**config.mk**
```make
export PLATFORM = sky130hd
export DESIGN_NAME = invert_exec
export DESIGN_NICKNAME = d
export VERILOG_FILES = /design/src/core/invert_op_pkg.sv /design/src/core/invert_addr_gen.sv /design/src/core/invert_exec.sv
export SDC_FILE = /design/constraint.sdc
export NUM_CORES = 1
export LEC_CHECK = 0
export ABC_AREA = 1
export BUFFER_PORTS_ARGS = -buffer_cell sky130_fd_sc_hd__buf_2
export CAP_MARGIN = 30
export CORE_MARGIN = 8
export CORE_UTILIZATION = 43
export DETAILED_ROUTE_END_ITERATION = 10
export GPL_TIMING_DRIVEN = 0
export PLACE_DENSITY = 0.77
export RECOVER_POWER = 100
export SLEW_MARGIN = 10
export SYNTH_ARGS = -nofsm -noshare
export SYNTH_HDL_FRONTEND = slang
export SYNTH_SLANG_ARGS = --single-unit
```
**constraint.sdc**
```tcl
create_clock -name CLOCK_I -period 1.6 [get_ports CLOCK_I]
set_input_delay 0.16 -clock CLOCK_I [delete_from_list [all_inputs] [get_ports CLOCK_I]]
set_output_delay 0.16 -clock CLOCK_I [all_outputs]
set_load 0.005 [all_outputs]
```
**src/core/invert_op_pkg.sv**
```systemverilog
// Constants for the register complement instruction block
// What this block does
// - Invert register; d=0 to accumulator, d=1 back
// - Address 0..255; target and window bits one-bit
// - Window 0 common bank; 1 uses bank select
// - Indexed offset if extended, window 0, addr<=5F
// - Update negative and zero flags from result only
// - Opcode top six bits 000111, d, a, address
`default_nettype none
package invert_op_pkg;
  localparam logic [5:0] OPCODE_INVERT    = 6'h07;  // Top six bits 000111
  localparam int         OPC_HI           = 15;     // Opcode field top
  localparam int         OPC_LO           = 10;     // Opcode field bottom
  localparam int         DEST_BIT         = 9;      // Result target bit
  localparam int         WIN_BIT          = 8;      // Common window bit
  localparam logic [7:0] INDEX_LIMIT      = 8'h5F;  // Indexed window top
  localparam logic [7:0] ACCESS_SPLIT     = 8'h60;  // Common bank split
  localparam logic [3:0] ACCESS_HI_BANK   = 4'hF;   // Upper common bank
  localparam int         ADDR_W           = 12;     // Data memory address
  localparam int         STATUS_NEG_BIT   = 4;      // Negative flag position
  localparam int         STATUS_ZERO_BIT  = 2;      // Zero flag position
  localparam logic [7:0] RESET_BYTE       = 8'h00;  // Reset value of data
  localparam logic [11:0] RESET_ADDR      = 12'h000; // Reset address
endpackage
`default_nettype wire

```
**src/core/invert_addr_gen.sv**
```systemverilog
// Effective data-memory address generation for the invert instruction
`default_nettype none
module invert_addr_gen
  import invert_op_pkg::*;
(
  // Operand fields
  input  wire logic [7:0]        addr_i,
  input  wire logic              win_i,
  // Core state
  input  wire logic [3:0]        bank_i,
  input  wire logic              ext_i,
  input  wire logic [ADDR_W-1:0] index_base_i,
  // Result
  output logic      [ADDR_W-1:0] eff_addr_o,
  output logic                   indexed_o
);
  // Pure combinational decode; the caller registers it in phase one
  always_comb begin
    indexed_o = ext_i && !win_i && (addr_i <= INDEX_LIMIT);
    if (indexed_o) begin
      // Base pointer plus literal offset, wraps within memory
      eff_addr_o = index_base_i + {4'h0, addr_i};
    end else if (win_i) begin
      eff_addr_o = {bank_i, addr_i};
    end else if (addr_i < ACCESS_SPLIT) begin
      eff_addr_o = {4'h0, addr_i};
    end else begin
      // Upper part of the common bank maps to special registers
      eff_addr_o = {ACCESS_HI_BANK, addr_i};
    end
  end
endmodule
`default_nettype wire

```
**src/core/invert_exec.sv**
```systemverilog
// Four-phase executor of the register complement instruction
`default_nettype none
module invert_exec
  import invert_op_pkg::*;
(
  // Clock and reset
  input  wire logic              CLOCK_I,
  input  wire logic              RSTN_I,
  // Instruction issue
  input  wire logic              START_I,
  input  wire logic [15:0]       INSTR_I,
  // Core state
  input  wire logic [3:0]        BANK_SELECT_REGISTER_I,
  input  wire logic              EXT_SET_I,
  input  wire logic [ADDR_W-1:0] INDEX_BASE_I,
  input  wire logic [7:0]        ACC_I,
  input  wire logic [7:0]        STATUS_I,
  // Data memory
  output logic      [ADDR_W-1:0] MEM_ADDR_O,
  output logic                   MEM_RD_O,
  input  wire logic [7:0]        MEM_RDATA_I,
  output logic                   MEM_WR_O,
  output logic      [7:0]        MEM_WDATA_O,
  // Accumulator and status write-back
  output logic                   ACC_WR_O,
  output logic      [7:0]        ACC_WDATA_O,
  output logic                   STATUS_WR_O,
  output logic      [7:0]        STATUS_WDATA_O,
  // Progress
  output logic                   BUSY_O,
  output logic                   DONE_O,
  output logic                   ILLEGAL_O
);
  // Instruction phases
  typedef enum logic [2:0] {
    IDLE, DECODE, READ, PROCESS, WRITE
  } phase_t;

  // Whole module state
  typedef struct packed {
    phase_t            phase;    // Current phase
    logic              dest;     // Result target bit
    logic [ADDR_W-1:0] addr;     // Effective address
    logic [7:0]        data;     // Operand then result
    logic [7:0]        instr_lo; // Address operand
    logic              win;      // Window bit
    logic              done;     // Completion pulse
    logic              illegal;  // Foreign opcode pulse
  } state_t;

  state_t r;       // Registered state
  state_t next_r;  // Next value

  logic [ADDR_W-1:0] eff_addr;  // Decoded address
  logic              indexed;   // Indexed mode in use

  // Address resolution from latched operand fields
  invert_addr_gen u_addr (
    .addr_i       (r.instr_lo),
    .win_i        (r.win),
    .bank_i       (BANK_SELECT_REGISTER_I),
    .ext_i        (EXT_SET_I),
    .index_base_i (INDEX_BASE_I),
    .eff_addr_o   (eff_addr),
    .indexed_o    (indexed)
  );

  // Opcode match check
  function automatic logic is_invert(input logic [15:0] w);
    return w[OPC_HI:OPC_LO] == OPCODE_INVERT;
  endfunction

  // Sequencer; one phase per clock
  always_comb begin
    next_r         = r;
    next_r.done    = 1'b0;
    next_r.illegal = 1'b0;
    case (r.phase)
      IDLE: begin
        if (START_I) begin
          if (is_invert(INSTR_I)) begin
            next_r.dest     = INSTR_I[DEST_BIT];
            next_r.win      = INSTR_I[WIN_BIT];
            next_r.instr_lo = INSTR_I[7:0];
            next_r.phase    = DECODE;
          end else begin
            // Not ours: flag and stay idle
            next_r.illegal = 1'b1;
          end
        end
      end
      DECODE: begin
        next_r.addr  = eff_addr;
        next_r.phase = READ;
      end
      READ: begin
        next_r.data  = MEM_RDATA_I;
        next_r.phase = PROCESS;
      end
      PROCESS: begin
        next_r.data  = ~r.data;
        next_r.phase = WRITE;
      end
      WRITE: begin
        next_r.done  = 1'b1;
        next_r.phase = IDLE;
      end
      default: next_r.phase = IDLE;
    endcase
  end

  // State register, synchronous active-low reset
  always_ff @(posedge CLOCK_I) begin
    if (!RSTN_I) begin
      r <= '{phase: IDLE, dest: 1'b0, addr: RESET_ADDR, data: RESET_BYTE,
             instr_lo: RESET_BYTE, win: 1'b0, done: 1'b0, illegal: 1'b0};
    end else begin
      r <= next_r;
    end
  end

  // Memory side; read strobe in read phase, address held all through
  assign MEM_ADDR_O  = r.addr;
  assign MEM_RD_O    = (r.phase == READ);
  assign MEM_WR_O    = (r.phase == WRITE) && r.dest;
  assign MEM_WDATA_O = r.data;
  assign ACC_WR_O    = (r.phase == WRITE) && !r.dest;
  assign ACC_WDATA_O = r.data;

  // Only negative and zero change; others pass through untouched
  assign STATUS_WR_O = (r.phase == WRITE);
  always_comb begin
    STATUS_WDATA_O                  = STATUS_I;
    STATUS_WDATA_O[STATUS_NEG_BIT]  = r.data[7];
    STATUS_WDATA_O[STATUS_ZERO_BIT] = (r.data == 8'h00);
  end

  assign BUSY_O    = (r.phase != IDLE);
  assign DONE_O    = r.done;
  assign ILLEGAL_O = r.illegal;

  // Checks; all sample on the instruction clock; assertions sleep in reset, covers do not
  // Status bits other than negative and zero must pass untouched
  localparam logic [7:0] KEEP_MASK =
    ~((8'h01 << STATUS_NEG_BIT) | (8'h01 << STATUS_ZERO_BIT));

  // Written byte is the inverse of the byte read two phases earlier
  inv_result_a: assert property (
    @(posedge CLOCK_I) disable iff (!RSTN_I)
    MEM_RD_O |=> ##1 (MEM_WDATA_O == ~$past(MEM_RDATA_I, 2)))
    else $error("result is not the inverted operand");

  // Target bit 0 reaches the accumulator only, in the fourth phase
  dest_acc_a: assert property (
    @(posedge CLOCK_I) disable iff (!RSTN_I)
    (START_I && !BUSY_O && is_invert(INSTR_I) && !INSTR_I[DEST_BIT])
    |-> ##4 (ACC_WR_O && !MEM_WR_O))
    else $error("target 0 did not write accumulator");

  // Target bit 1 goes back to the register only
  dest_reg_a: assert property (
    @(posedge CLOCK_I) disable iff (!RSTN_I)
    (START_I && !BUSY_O && is_invert(INSTR_I) && INSTR_I[DEST_BIT])
    |-> ##4 (MEM_WR_O && !ACC_WR_O))
    else $error("target 1 did not write register");

  // Window bit 1: bank select value on top of the address operand
  bank_addr_a: assert property (
    @(posedge CLOCK_I) disable iff (!RSTN_I)
    (r.phase == DECODE && r.win)
    |=> (MEM_ADDR_O == {$past(BANK_SELECT_REGISTER_I), $past(r.instr_lo)}))
    else $error("banked address wrong");

  // Window bit 0 without indexing: lower or upper part of common bank
  access_addr_a: assert property (
    @(posedge CLOCK_I) disable iff (!RSTN_I)
    (r.phase == DECODE && !r.win
      && !(EXT_SET_I && r.instr_lo <= INDEX_LIMIT))
    |=> (MEM_ADDR_O[7:0] == $past(r.instr_lo)
      && MEM_ADDR_O[ADDR_W-1:8] == (($past(r.instr_lo) < ACCESS_SPLIT)
                                    ? 4'h0 : ACCESS_HI_BANK)))
    else $error("common bank address wrong");

  // Indexed mode only under its three conditions
  index_mode_a: assert property (
    @(posedge CLOCK_I) disable iff (!RSTN_I)
    indexed |-> (EXT_SET_I && !r.win && r.instr_lo <= INDEX_LIMIT))
    else $error("indexed mode without its conditions");

  // All three conditions met: base pointer plus literal offset, wrapping
  index_addr_a: assert property (
    @(posedge CLOCK_I) disable iff (!RSTN_I)
    (r.phase == DECODE && EXT_SET_I && !r.win && r.instr_lo <= INDEX_LIMIT)
    |=> (MEM_ADDR_O == $past(INDEX_BASE_I) + {4'h0, $past(r.instr_lo)}))
    else $error("indexed address wrong");

  // Status write: negative and zero from the result, rest untouched,
  // and it always rides along with exactly one destination write
  status_flags_a: assert property (
    @(posedge CLOCK_I) disable iff (!RSTN_I)
    STATUS_WR_O |->
      (STATUS_WDATA_O[STATUS_ZERO_BIT] == (MEM_WDATA_O == 8'h00)
      && STATUS_WDATA_O[STATUS_NEG_BIT] == MEM_WDATA_O[7]
      && (STATUS_WDATA_O & KEEP_MASK) == (STATUS_I & KEEP_MASK)
      && (ACC_WR_O ^ MEM_WR_O)))
    else $error("status flags wrong");

  // Foreign opcode: refused with a one-cycle pulse, nothing started
  foreign_op_a: assert property (
    @(posedge CLOCK_I) disable iff (!RSTN_I)
    (START_I && !BUSY_O && !is_invert(INSTR_I)) |=> (ILLEGAL_O && !BUSY_O))
    else $error("foreign opcode accepted");

  // One phase per clock: four busy cycles, then the done pulse
  four_phases_a: assert property (
    @(posedge CLOCK_I) disable iff (!RSTN_I)
    (START_I && !BUSY_O && is_invert(INSTR_I))
    |=> BUSY_O [*4] ##1 (DONE_O && !BUSY_O))
    else $error("instruction not four phases");

  // Register read happens in the second phase, never with a write-back
  read_phase_a: assert property (
    @(posedge CLOCK_I) disable iff (!RSTN_I)
    (START_I && !BUSY_O && is_invert(INSTR_I))
    |-> ##2 (MEM_RD_O && !STATUS_WR_O))
    else $error("register read not in second phase");

  // Main scenarios worth seeing at least once
  acc_path_c: cover property (@(posedge CLOCK_I) ACC_WR_O);
  reg_path_c: cover property (@(posedge CLOCK_I) MEM_WR_O);
  indexed_c: cover property (@(posedge CLOCK_I) indexed && r.phase == DECODE);
  zero_c: cover property (@(posedge CLOCK_I)
    STATUS_WR_O && STATUS_WDATA_O[STATUS_ZERO_BIT]);
  foreign_c: cover property (@(posedge CLOCK_I) ILLEGAL_O);
endmodule
`default_nettype wire

```
# Word-level counts from Yosys, hierarchy flattened
# Cells that the tools add are included.
[op_classes] addsub=1 n_lt_le_gt_ge=2 eq_ne=7 muxes=9 n_bitwise=1 reduce_logical=13
[ops] op="$mux W12" n=3
[ops] op="$pmux W8 S2" n=1
[ops] op="$add A12 B8 Y12" n=1
[ops] op="$pmux W3 S4" n=1
[ops] op="$le A8 B7 Y1 const B" n=1
[ops] op="$logic_not A8 Y1" n=1
[ops] op="$lt A8 B7 Y1 const B" n=1
[ops] op="$mux W4" n=2
[ops] op="$not A8 Y8" n=1
[ops] op="$eq A3 B2 Y1 const B" n=2
[ops] op="$eq A6 B3 Y1 const B" n=1
[ops] op="$reduce_and A3 Y1" n=2
[ops] op="$logic_and A1 B1 Y1" n=4
[ops] op="$ne A2 B2 Y1 const B" n=2
[ops] op="$eq A3 B1 Y1 const B" n=1
[ops] op="$eq A3 B3 Y1 const B" n=1
[ops] op="$logic_not A3 Y1" n=1
[ops] op="$reduce_bool A3 Y1" n=1
[ops] op="$logic_not A1 Y1" n=2
[ops] op="$mux W1" n=2
[ops] op="$reduce_and A2 Y1" n=1
[ops] op="$reduce_bool A2 Y1" n=1
[word_totals] reg_bits=35 in_bits=60

# Longest topological paths before layout
# Gate-level depths: netlist (run 1).
[logic_depth] ltp_word=4 mapped_depth=12 mapped_depth_nobuf=12

# Cells and area by module
# A second synthesis (run 1) with hierarchy kept.
[hier_totals] hier_cells=382 hier_area_um2=2448.6
[modules_own_cells] mod="invert_exec" n_inst=1 cells_each=235 area_per_inst_um2=1704.1
[modules_own_cells] mod="invert_addr_gen" n_inst=1 cells_each=147 area_per_inst_um2=744.5

# Least setup slack after synthesis (run 1)
# OpenSTA, ideal clock, no wires.
[synth_timing] kind="reg-to-reg" startpoint="reg r[3] (netlist name)" endpoint="reg r (netlist bit MEM_ADDR_O[8])" setup_ns=0.070 t_arrival_ns=1.590 required_time_ns=1.530 path_slack_ns=-0.060 path_stages_with_launch=12 n_path_buf=0 period_less_slack_ns=1.660 path_cell_list="dfxtp_1 > ha_1 > inv_1 > fa_1 > inv_1 > nand3_1 > nand2_1 > nand2_1 > nand2_1 > xor2_1 > nand2_1 > a21oi_1"
[synth_between] elab_chain_cells=4 elab_cells_between_ends=7 cone_classes="add/sub (1); order compare (2); mux (3); reduce/logical (1)"
[synth_rtl] item="from (decl)" line_no="invert_exec.sv:51" rtl="state_t r;"
[synth_rtl] item="from (signal assigned)" line_no="invert_exec.sv:115" rtl="r <= '{phase: IDLE, dest: 1'b0, addr: RESET_ADDR, data: RESET_BYTE,"
[synth_rtl] item="from (signal assigned)" line_no="invert_exec.sv:118" rtl="r <= next_r;"
[synth_rtl] item="$lt A8 B7 Y1" line_no="invert_addr_gen.sv:25" rtl="end else if (addr_i < ACCESS_SPLIT) begin"
[synth_rtl] item="$mux W12" line_no="invert_addr_gen.sv:25"
[synth_rtl] item="$mux W12" line_no="invert_addr_gen.sv:23" rtl="end else if (win_i) begin"
[synth_rtl] item="$mux W12 (*)" line_no="invert_addr_gen.sv:20" rtl="if (indexed_o) begin"
# Mark *: on every way between the ends. The rest lies on a longest branch, timed or not.
# A chain may end at the register's enable or synchronous reset.

# Final worst setup path (run 1)
[layout_timing] startpoint="reg r[3] (netlist name)" endpoint="reg r (netlist bit MEM_ADDR_O[6])"
[layout_between] elab_chain_cells=3 elab_cells_between_ends=4 cone_classes="add/sub (1); order compare (1); mux (1); reduce/logical (1)"
[layout_rtl] item="parallel branches: the longest is 2 deep, another holds $add A12 B8 Y12"
[layout_rtl] item="$mux W12 (*)" line_no="invert_addr_gen.sv:20"
# Mark *: on every way between the ends.

==> results list, run 1 <==
- Result of the run: finished with violations
- The final reports fail on setup timing.
* Total number of H-tree levels: 2
- The first routing iteration left roughly 150 violations.
- Synthesis instantiated 29 different standard cells from the library.
* Synthesized-area fraction occupied by ao, oa, aoi and oai cells: roughly 15%
- Final HPWL DP: 5050 µm
- Worst VDD drop: 0.414 mV
- The design draws roughly 1700 µW.
* Global-route wire length before repair: around 10000 µm
- After clock tree synthesis, the clock-pin slew on the worst setup and hold paths is roughly 0.070 ns.
- Synthesized-area fraction occupied by adder cells: about 5.3%
- Kind of end point of the critical path: flop
- The path class of the tightest hold or removal check is in2reg.
* Flop-to-flop setup slack: -0.05 ns
- Remaining antenna violation count: 0
- Data on the critical path arrives at its endpoint at 1.81 ns.
- Worst-case clock buffer depth: 2
- Final net count: approximately 500
* Xor-xnor portion of the synthesized cell area: under 10%
- When the netlist entered floorplanning its net count stood at roughly 400.
- After synthesis, flip-flops and latches occupy between 30% and 40% of the total area.
* Horizontal die dimension: between 80 and 90 µm
* Buf/Inv on CP: 2
* Core Box Area: ~5000 µm²
- The slowest stage of the critical path is the sky130_fd_sc_hd__dfxtp_2 cell.
- Part of the power in the clock network: around 36%
- Share of post-route cells with drive strength above 1: between 30% and 40%
- Compared with the post-synthesis result, the final layout area differs by 30.9%.
- Largest area contributor in the netlist: sky130_fd_sc_hd__dfxtp_1
* Worst Hold Path Cells: 3
- The pre-antenna-repair detailed-routing pass consisted of 4 iterations.
- Avg Synthesized Cell Area: approximately 6.8 µm²
- Number of synthesized register bits: 35
* Post-layout min period: 1.65 ns
- Diode count: 0
- # DRC: 0
- The number of clock buffers added by TritonCTS is 5.
- Root Buffer Master: sky130_fd_sc_hd__clkbuf_8
* Worst Reg2Reg Path Length in Cells: 11
- The via count of the first global-routing pass was 2358.
- The tool flagged a number of max-cap violations equal to 0.
- In the routed layout, each cell is associated on average with a via count of ~4.8.
* Overall Global Routing Usage: 16.0%
* Capture point of the worst reg-to-reg path: MEM_ADDR_O[6]
- Number of hold-slack violations in the final timing report: 0
* Die Outline Area: 7870 µm²
- After synthesis the cells add up to around 2300 µm².
- The congestion estimate from routability-driven global placement came to 0.806.
* Required time at the worst-slack endpoint: about 1.8 ns
- Effective utilization at floorplan: ~44%
- Critical path cell sequence: ha_4 -> inv_2 -> fa_2 -> inv_2 -> nand3_2 -> nand2_2 -> nand2_2 -> nand3_2 -> nand2_1 -> o21ai_1 -> a21oi_1
* Setup Skew: 0.00416 ns
- For this run, the share of the core covered by cells in the final layout is ~60%.
* Switching power total: 439 µW
- Once layout is done, the placed cells without fillers occupy just under 3000 µm².
- 103 I/O pins were placed.
- Setup violations remaining at the end of the flow were counted as 2.
- Filler Cell Count: between 500 and 600
- Summing all multi-input logic gate instances after layout gives 1170 µm².
- By area the synthesized netlist is led by sky130_fd_sc_hd__dfxtp_1 31%, sky130_fd_sc_hd__buf_4 12%, sky130_fd_sc_hd__nand2_1 11%, sky130_fd_sc_hd__inv_1 7.9%, sky130_fd_sc_hd__a21oi_1 5.9%.
* Areal power density over the cells: 582 nW/µm²
- Summed over its instances, the top area cell type makes up 30.8% of the synthesized netlist area.
- Drt total wl: roughly 6500 µm
- Across all layers, the routed design uses roughly 2400 vias.
- Clock insertion delay at the later pin of the skew report: slightly below 0.3 ns
* Kind of cell adding the most delay to the critical path: adder cells
- Buffers placed on the I/O ports in this run total 86.
- Antenna violations before repair: 0
- Placed cell area: 2800 µm²
* Clock tree from TritonCTS: done
- Worst setup path category: reg2reg
* CP max FO: 3
- The path with the worst hold slack has its endpoint at r[5].
- Yosys Warn Count: 0
* Startpoint type of the worst setup path: flop
* Number of max-slew violations in the final report: 0
* Largest incremental delay on the critical path: between 0.3 and 0.4 ns
* Core Rows: 26
- Startpoint of the worst-slack reg-to-reg timing path: r[3]
- Crit share post-route: 103%
- Of the total power, the share spent switching nets is between 20% and 30%.
- Average wire per standard cell: 13.0 µm
* Highest clock frequency the design can meet: 605 MHz
- Static leakage: ~0.0016 µW
- Setup repair after global routing could not meet its margin everywhere.
* Post-CTS Hold Fix Bufs: 0
* Final critical-path setup slack: -0.0527 ns
- Global routing finished with a remaining overflow of 0.
- Worst slew pin tran: ~0.47 ns
* Post-synthesis mux area share: 0%
* Chip Height: slightly below 90 µm
- Entering global routing, the biggest net connects 11 pins.
* Hold Path Origin: INSTR_I[2]
- Combinational family with the most area after synthesis: simple AND/OR/NAND/NOR gates
- Clock sink count: 35
* Post-synthesis simple-gate area fraction: around 25%
* Sequential standard cell area: roughly 710 µm²
- Cell internal power was estimated by the tool at between 1000 and 1500 µW.
* Combinational share of power: 13.4%
* Post-Syn Instances: about 330
* Max_slew headroom: ~69%
* Sequential share of power: about half
-- timing repair --
action	in CTS	in global routing
pin swaps	1	5
endpoints found under the setup margin	4	10
cloned	0	0
resized for setup	9	15
buffers inserted	4	0
-- layout by cell type, fill, tap and decap left out, drive strengths merged --
| cell type | count |
|---|---|
| inv | 54 |
| nor3 | 2 |
| o2bb2ai | 2 |
| a31oi | 6 |
| clkinv | 1 |
| o211ai | 5 |
| nand2 | 70 |
| a21oi | 28 |
| nor2 | 30 |
| nand4 | 6 |
| clkbuf | 53 |
| fa | 1 |
| dfxtp | 35 |
| nor3b | 1 |
| buf | 84 |
| xor2 | 4 |
| nand3 | 18 |
| o21ai | 23 |
| ha | 8 |
-- worst max path at each step --
stage	startpoint	endpoint	slack, ns	depth (start not counted)
final	r[3]	MEM_ADDR_O[6]	-0.05	11
after detailed placement	r[3]	MEM_ADDR_O[8]	-0.18	11
after global placement	r[3]	MEM_ADDR_O[8]	-0.17	11
after floorplan	r[3]	MEM_ADDR_O[8]	0.006	11
after CTS	r[3]	MEM_ADDR_O[8]	-0.02	11
after global routing	r[3]	MEM_ADDR_O[6]	-0.14	11
-- power by group through the flow --
stage / clock [µW] / sequential [µW] / combinational (µW)
floorplan: 0 / 904 / 119
global placement: 0 / 905 / 215
detailed placement: 0 / 905 / 219
CTS: 617 / 885 / 224
global route: 658 / 886 / 260
finish: 615 / 886 / 232
-- registers in the layout, indices dropped and copies added, names as in the netlist --
register / cells
ACC_WDATA_O: 8
DONE_O: 1
ILLEGAL_O: 1
MEM_ADDR_O: 12
r: 13
-- stage by stage --
stage,worst slack (ns),TNS (ns),std cells,hold slack [ns]
global placement,-0.166,-0.412,489,0.403
global route,-0.139,-0.781,501,0.128
finish,-0.0527,-0.0666,501,0.113
floorplan,0.00571,0,333,0.298
detailed placement,-0.183,-0.491,489,0.410
CTS,-0.0224,-0.0253,501,0.114
-- metal layers --
metal	wire, µm	part of all wire (%)	vias to the layer above	global-route usage [%]
met5	0	0	-	0
met4	123	1.9	0	5.99
met3	546	8.4	12	5.48
met2	3220	50	85	27.4
met1	2600	40	1060	17.7
li1	-	-	1225	-
-- cells by family (layout without fill, tap and decap cells) --
logic type	count (synthesis)	count (layout)
and+or+nand+nor	127	127
buffers and inverters	94	192
AOI/OAI and AO/OA	64	64
DFF	35	35
adders and majority gates	9	9
xor gates and xnor gates	4	4
-- cells in the mapped netlist --
| cell | count |
|---|---|
| sky130_fd_sc_hd__a21oi_1 | 27 |
| sky130_fd_sc_hd__a21oi_2 | 1 |
| sky130_fd_sc_hd__a31oi_1 | 6 |
| sky130_fd_sc_hd__buf_2 | 1 |
| sky130_fd_sc_hd__buf_4 | 35 |
| sky130_fd_sc_hd__buf_6 | 1 |
| sky130_fd_sc_hd__clkbuf_1 | 3 |
| sky130_fd_sc_hd__dfxtp_1 | 35 |
| sky130_fd_sc_hd__fa_1 | 1 |
| sky130_fd_sc_hd__ha_1 | 8 |
| sky130_fd_sc_hd__inv_1 | 48 |
| sky130_fd_sc_hd__inv_2 | 6 |
| sky130_fd_sc_hd__nand2_1 | 69 |
| sky130_fd_sc_hd__nand2_2 | 1 |
| sky130_fd_sc_hd__nand3_1 | 17 |
| sky130_fd_sc_hd__nand3_2 | 1 |
| sky130_fd_sc_hd__nand4_1 | 5 |
| sky130_fd_sc_hd__nand4_4 | 1 |
| sky130_fd_sc_hd__nor2_1 | 27 |
| sky130_fd_sc_hd__nor2_2 | 2 |
| sky130_fd_sc_hd__nor2_4 | 1 |
| sky130_fd_sc_hd__nor3_1 | 1 |
| sky130_fd_sc_hd__nor3_4 | 1 |
| sky130_fd_sc_hd__nor3b_2 | 1 |
| sky130_fd_sc_hd__o211ai_1 | 5 |
| sky130_fd_sc_hd__o21ai_0 | 16 |
| sky130_fd_sc_hd__o21ai_1 | 7 |
| sky130_fd_sc_hd__o2bb2ai_1 | 2 |
| sky130_fd_sc_hd__xor2_1 | 4 |
-- worst min-delay path: cells and delay by family --
kind,cells,cell delay (ns)
buf+inv,1,0.08
simple gates,1,0.07
compound gates,1,0.06
-- final cells by class --
class	count	share of cell area, %
Clock inverter	1	0.168
Timing Repair Buffer	90	14.9
Buffer	40	9.55
Tap cell	70	2.94
Sequential cell	35	23.8
Inverter	54	6.90
Clock buffer	7	2.57
Multi-Input combinational cell	204	39.2
Note: power is estimated with default switching activity, not from simulation.
==> run 2, diff against run 1 <==
--- a/config.mk
+++ b/config.mk
@@ -11,6 +11,7 @@
 export CORE_MARGIN = 8
 export CORE_UTILIZATION = 43
 export DETAILED_ROUTE_END_ITERATION = 10
+export GPL_ROUTABILITY_DRIVEN = 0
 export GPL_TIMING_DRIVEN = 0
 export PLACE_DENSITY = 0.77
 export RECOVER_POWER = 100
==> constraint.sdc (replaced) <==
create_clock -name CLOCK_I -period 1.6 [get_ports CLOCK_I]
set_input_delay 0.32 -clock CLOCK_I [delete_from_list [all_inputs] [get_ports CLOCK_I]]
set_output_delay 0.32 -clock CLOCK_I [all_outputs]
set_load 0.005 [all_outputs]
==> run 2 against run 1 <==
  * The run still ends with setup timing left
  * First-iteration DRC count fell by 13%
  * Register-to-register slack hardly changed
  * Wire length rose by 0.28%
  * Critical path type unchanged
  * Critical endpoint unchanged
  * Largest cell class unchanged
==> results list, run 2 (synthesis gave the netlist of run 1 again) <==
* Result of the run: finished with violations
* Violations in the final reports: setup timing
- Final net count: 500
- Along the worst path, the maximum fanout reaches 3.
* Iteration-0 DRC count of the detailed router: 128
- TritonCTS built the clock tree.
* Clock insertion delay at the later pin of the skew report: roughly 0.29 ns
- RSZ-0062 raised after global routing: yes
- Worst slew pin tran: approximately 0.47 ns
* Setup Skew: ~0.0055 ns
- In this run the worst hold path is classified as in2reg.
* Required time at the worst-slack endpoint: approximately 1.8 ns
- The register with the most flip-flops in the layout has 13 of them.
- Number of max-slew violations in the final report: 0
- The root buffer cell chosen for the clock tree is sky130_fd_sc_hd__clkbuf_8.
* Critical path cell sequence: ha_4 -> inv_2 -> fa_2 -> inv_2 -> nand3_2 -> nand2_2 -> nand2_2 -> nand3_2 -> nand2_1 -> o21ai_1 -> a21oi_1
* Final critical-path setup slack: -0.0489 ns
* Highest clock frequency the design can meet: between 600 and 700 MHz
- Largest incremental delay on the critical path: 0.35 ns
* Startpoint type of the worst setup path: flop
* Wire length on met2: approximately 3200 µm
- Areal power density over the cells: between 500 and 600 nW/µm²
- The H-tree was split into 2 levels.
* Number of I/O port buffers: 86
- Among all stages on the critical path, the largest delay is contributed by sky130_fd_sc_hd__dfxtp_2.
* Worst VDD drop: approximately 0.41 mV
- Via count of the first global-routing pass: around 2400
* Max-cap viol count: 0
* Effective utilization at floorplan: 44.5%
- Static leakage: ~0.0016 µW
* Met3 wire length: ~500 µm
* Top library cells by usage in the layout, fill and taps aside: 79 x sky130_fd_sc_hd__buf_2, 64 x sky130_fd_sc_hd__nand2_1, 46 x sky130_fd_sc_hd__inv_1
* Post-layout min period: around 1.6 ns
- Via density: 4.77
- The worst setup path is of the reg2reg kind.
- Summed over all layers, the global routing overflow is 0.
- Horizontal die dimension: just under 90 µm
- The final-report hold violation count came to 0.
* Clock sink count: 35
- Crit share post-route: 103%
* Final HPWL DP: a little over 5000 µm
- In the global route stage, overall resource usage came out at between 10% and 20%.
- Clock-pin slew was measured on the worst setup and hold paths at approximately 0.07 ns.
* Worst hold slack: roughly 0.28 ns
- # DRC: 0
- Post-CTS Hold Fix Bufs: 0
- Data arrives at the worst endpoint at between 1.5 and 2 ns.
- The count of nets left with antenna violations once routing finished came out at 0.
* Average wire per standard cell: roughly 13 µm
- The clock passes through at most 2 buffers.
* Cts bufs inserted: 5
- Kind of end point of the critical path: flop
- Max_slew headroom: 68.6%
* Drt total wl: 6510 µm
- In this run the count of I/O pins placed on the die edge is between 100 and 150.
- The first TritonRoute pass finished after 4 iterations.
- The number of antenna violations at the first check in global routing was 0.
- Uppermost layer routed: met4
- Entering global routing, the biggest net connects 11 pins.
- r holds more flip-flops than any other register.
- Accumulated negative setup slack: -0.0588 ns
* Diode count: 0
- For this block, wires on met1 add up to 2630 µm.
- Area growth from synthesis to layout: 32.1%
- The die is around 89 µm tall.
- Most common cell after layout, fill and taps aside: sky130_fd_sc_hd__buf_2
- Global-route wire length before repair: 10100 µm
* Core Box Area: 5110 µm²
- The floorplan has 26 rows.
- In the final layout, the share of cells above drive strength 1 is between 30% and 40%.
* Pre-CTS setup slack: -0.221 ns
- Summing over every cut layer, the via total after detailed routing is between 2000 and 2500.
- Cells fill 58.8% of the core in the end.
- The die covers 7870 µm².
- Setup violations remaining at the end of the flow were counted as 2.
==> run 2: cell types whose count changed in the layout (fill, tap and decap cells not counted), sizes merged <==
cell | before | now
buf | 84 | 108
clkbuf | 53 | 30
==> run 2: where the power goes <==
part           leakage, µW  internal [µW]  total (µW)  switching (µW)
clock network    0.0000422            305         614             309
logic              0.00127            111         234             123
registers         0.000285            879         886            6.22
==> run 2: worst paths after layout <==
| kind | from | end | slack (ns) | cells past startpoint |
|---|---|---|---|---|
| max | r[3] | MEM_ADDR_O[6] | -0.05 | 11 |
| min | INSTR_I[2] | r[5] | 0.28 | 3 |
| max reg2reg | r[3] | MEM_ADDR_O[6] | -0.05 | 11 |
| min reg2reg | MEM_ADDR_O[6] | MEM_ADDR_O[6] | 0.47 | 2 |
==> run 2: area by class of cell <==
type,instances,area [µm²]
clock inverters,1,5.00
plain buffers,40,290
fillers,501,2110
flip-flops and latches,35,708
inverters,54,203
repair buffers,91,458
multi-input cells,204,1170
well taps,70,87.6
clock buffers,7,76.3
==> run 2: metrics by stage <==
step	instances	total power [µW]	cell area (µm²)
floorplan	333	1020	2280
global placement	489	1120	2800
detailed placement	489	1120	2800
CTS	502	1730	2950
global route	502	1810	3000
finish	502	1730	3000
==> run 2: routing by layer <==
metal	GRT usage, %	up-vias
met5	0	-
met4	5.84	0
met3	5.48	19
met2	27.6	86
met1	17.8	1060
li1	-	1229
==> run 2: critical path, delay by kind of cell, from the launching register on <==
family	cells	cell delay [ns]
AOI/OAI and AO/OA	2	0.23
and+or+nand+nor	5	0.38
adders and majority gates	2	0.47
buffers and inverters	2	0.09
DFF	1	0.35
==> run 2: repair_timing <==
| item | CTS | global route |
|---|---|---|
| setup buffers | 5 | 0 |
| gates resized for setup | 10 | 15 |
| endpoints found under the setup margin | 5 | 10 |
| pin swaps | 1 | 5 |
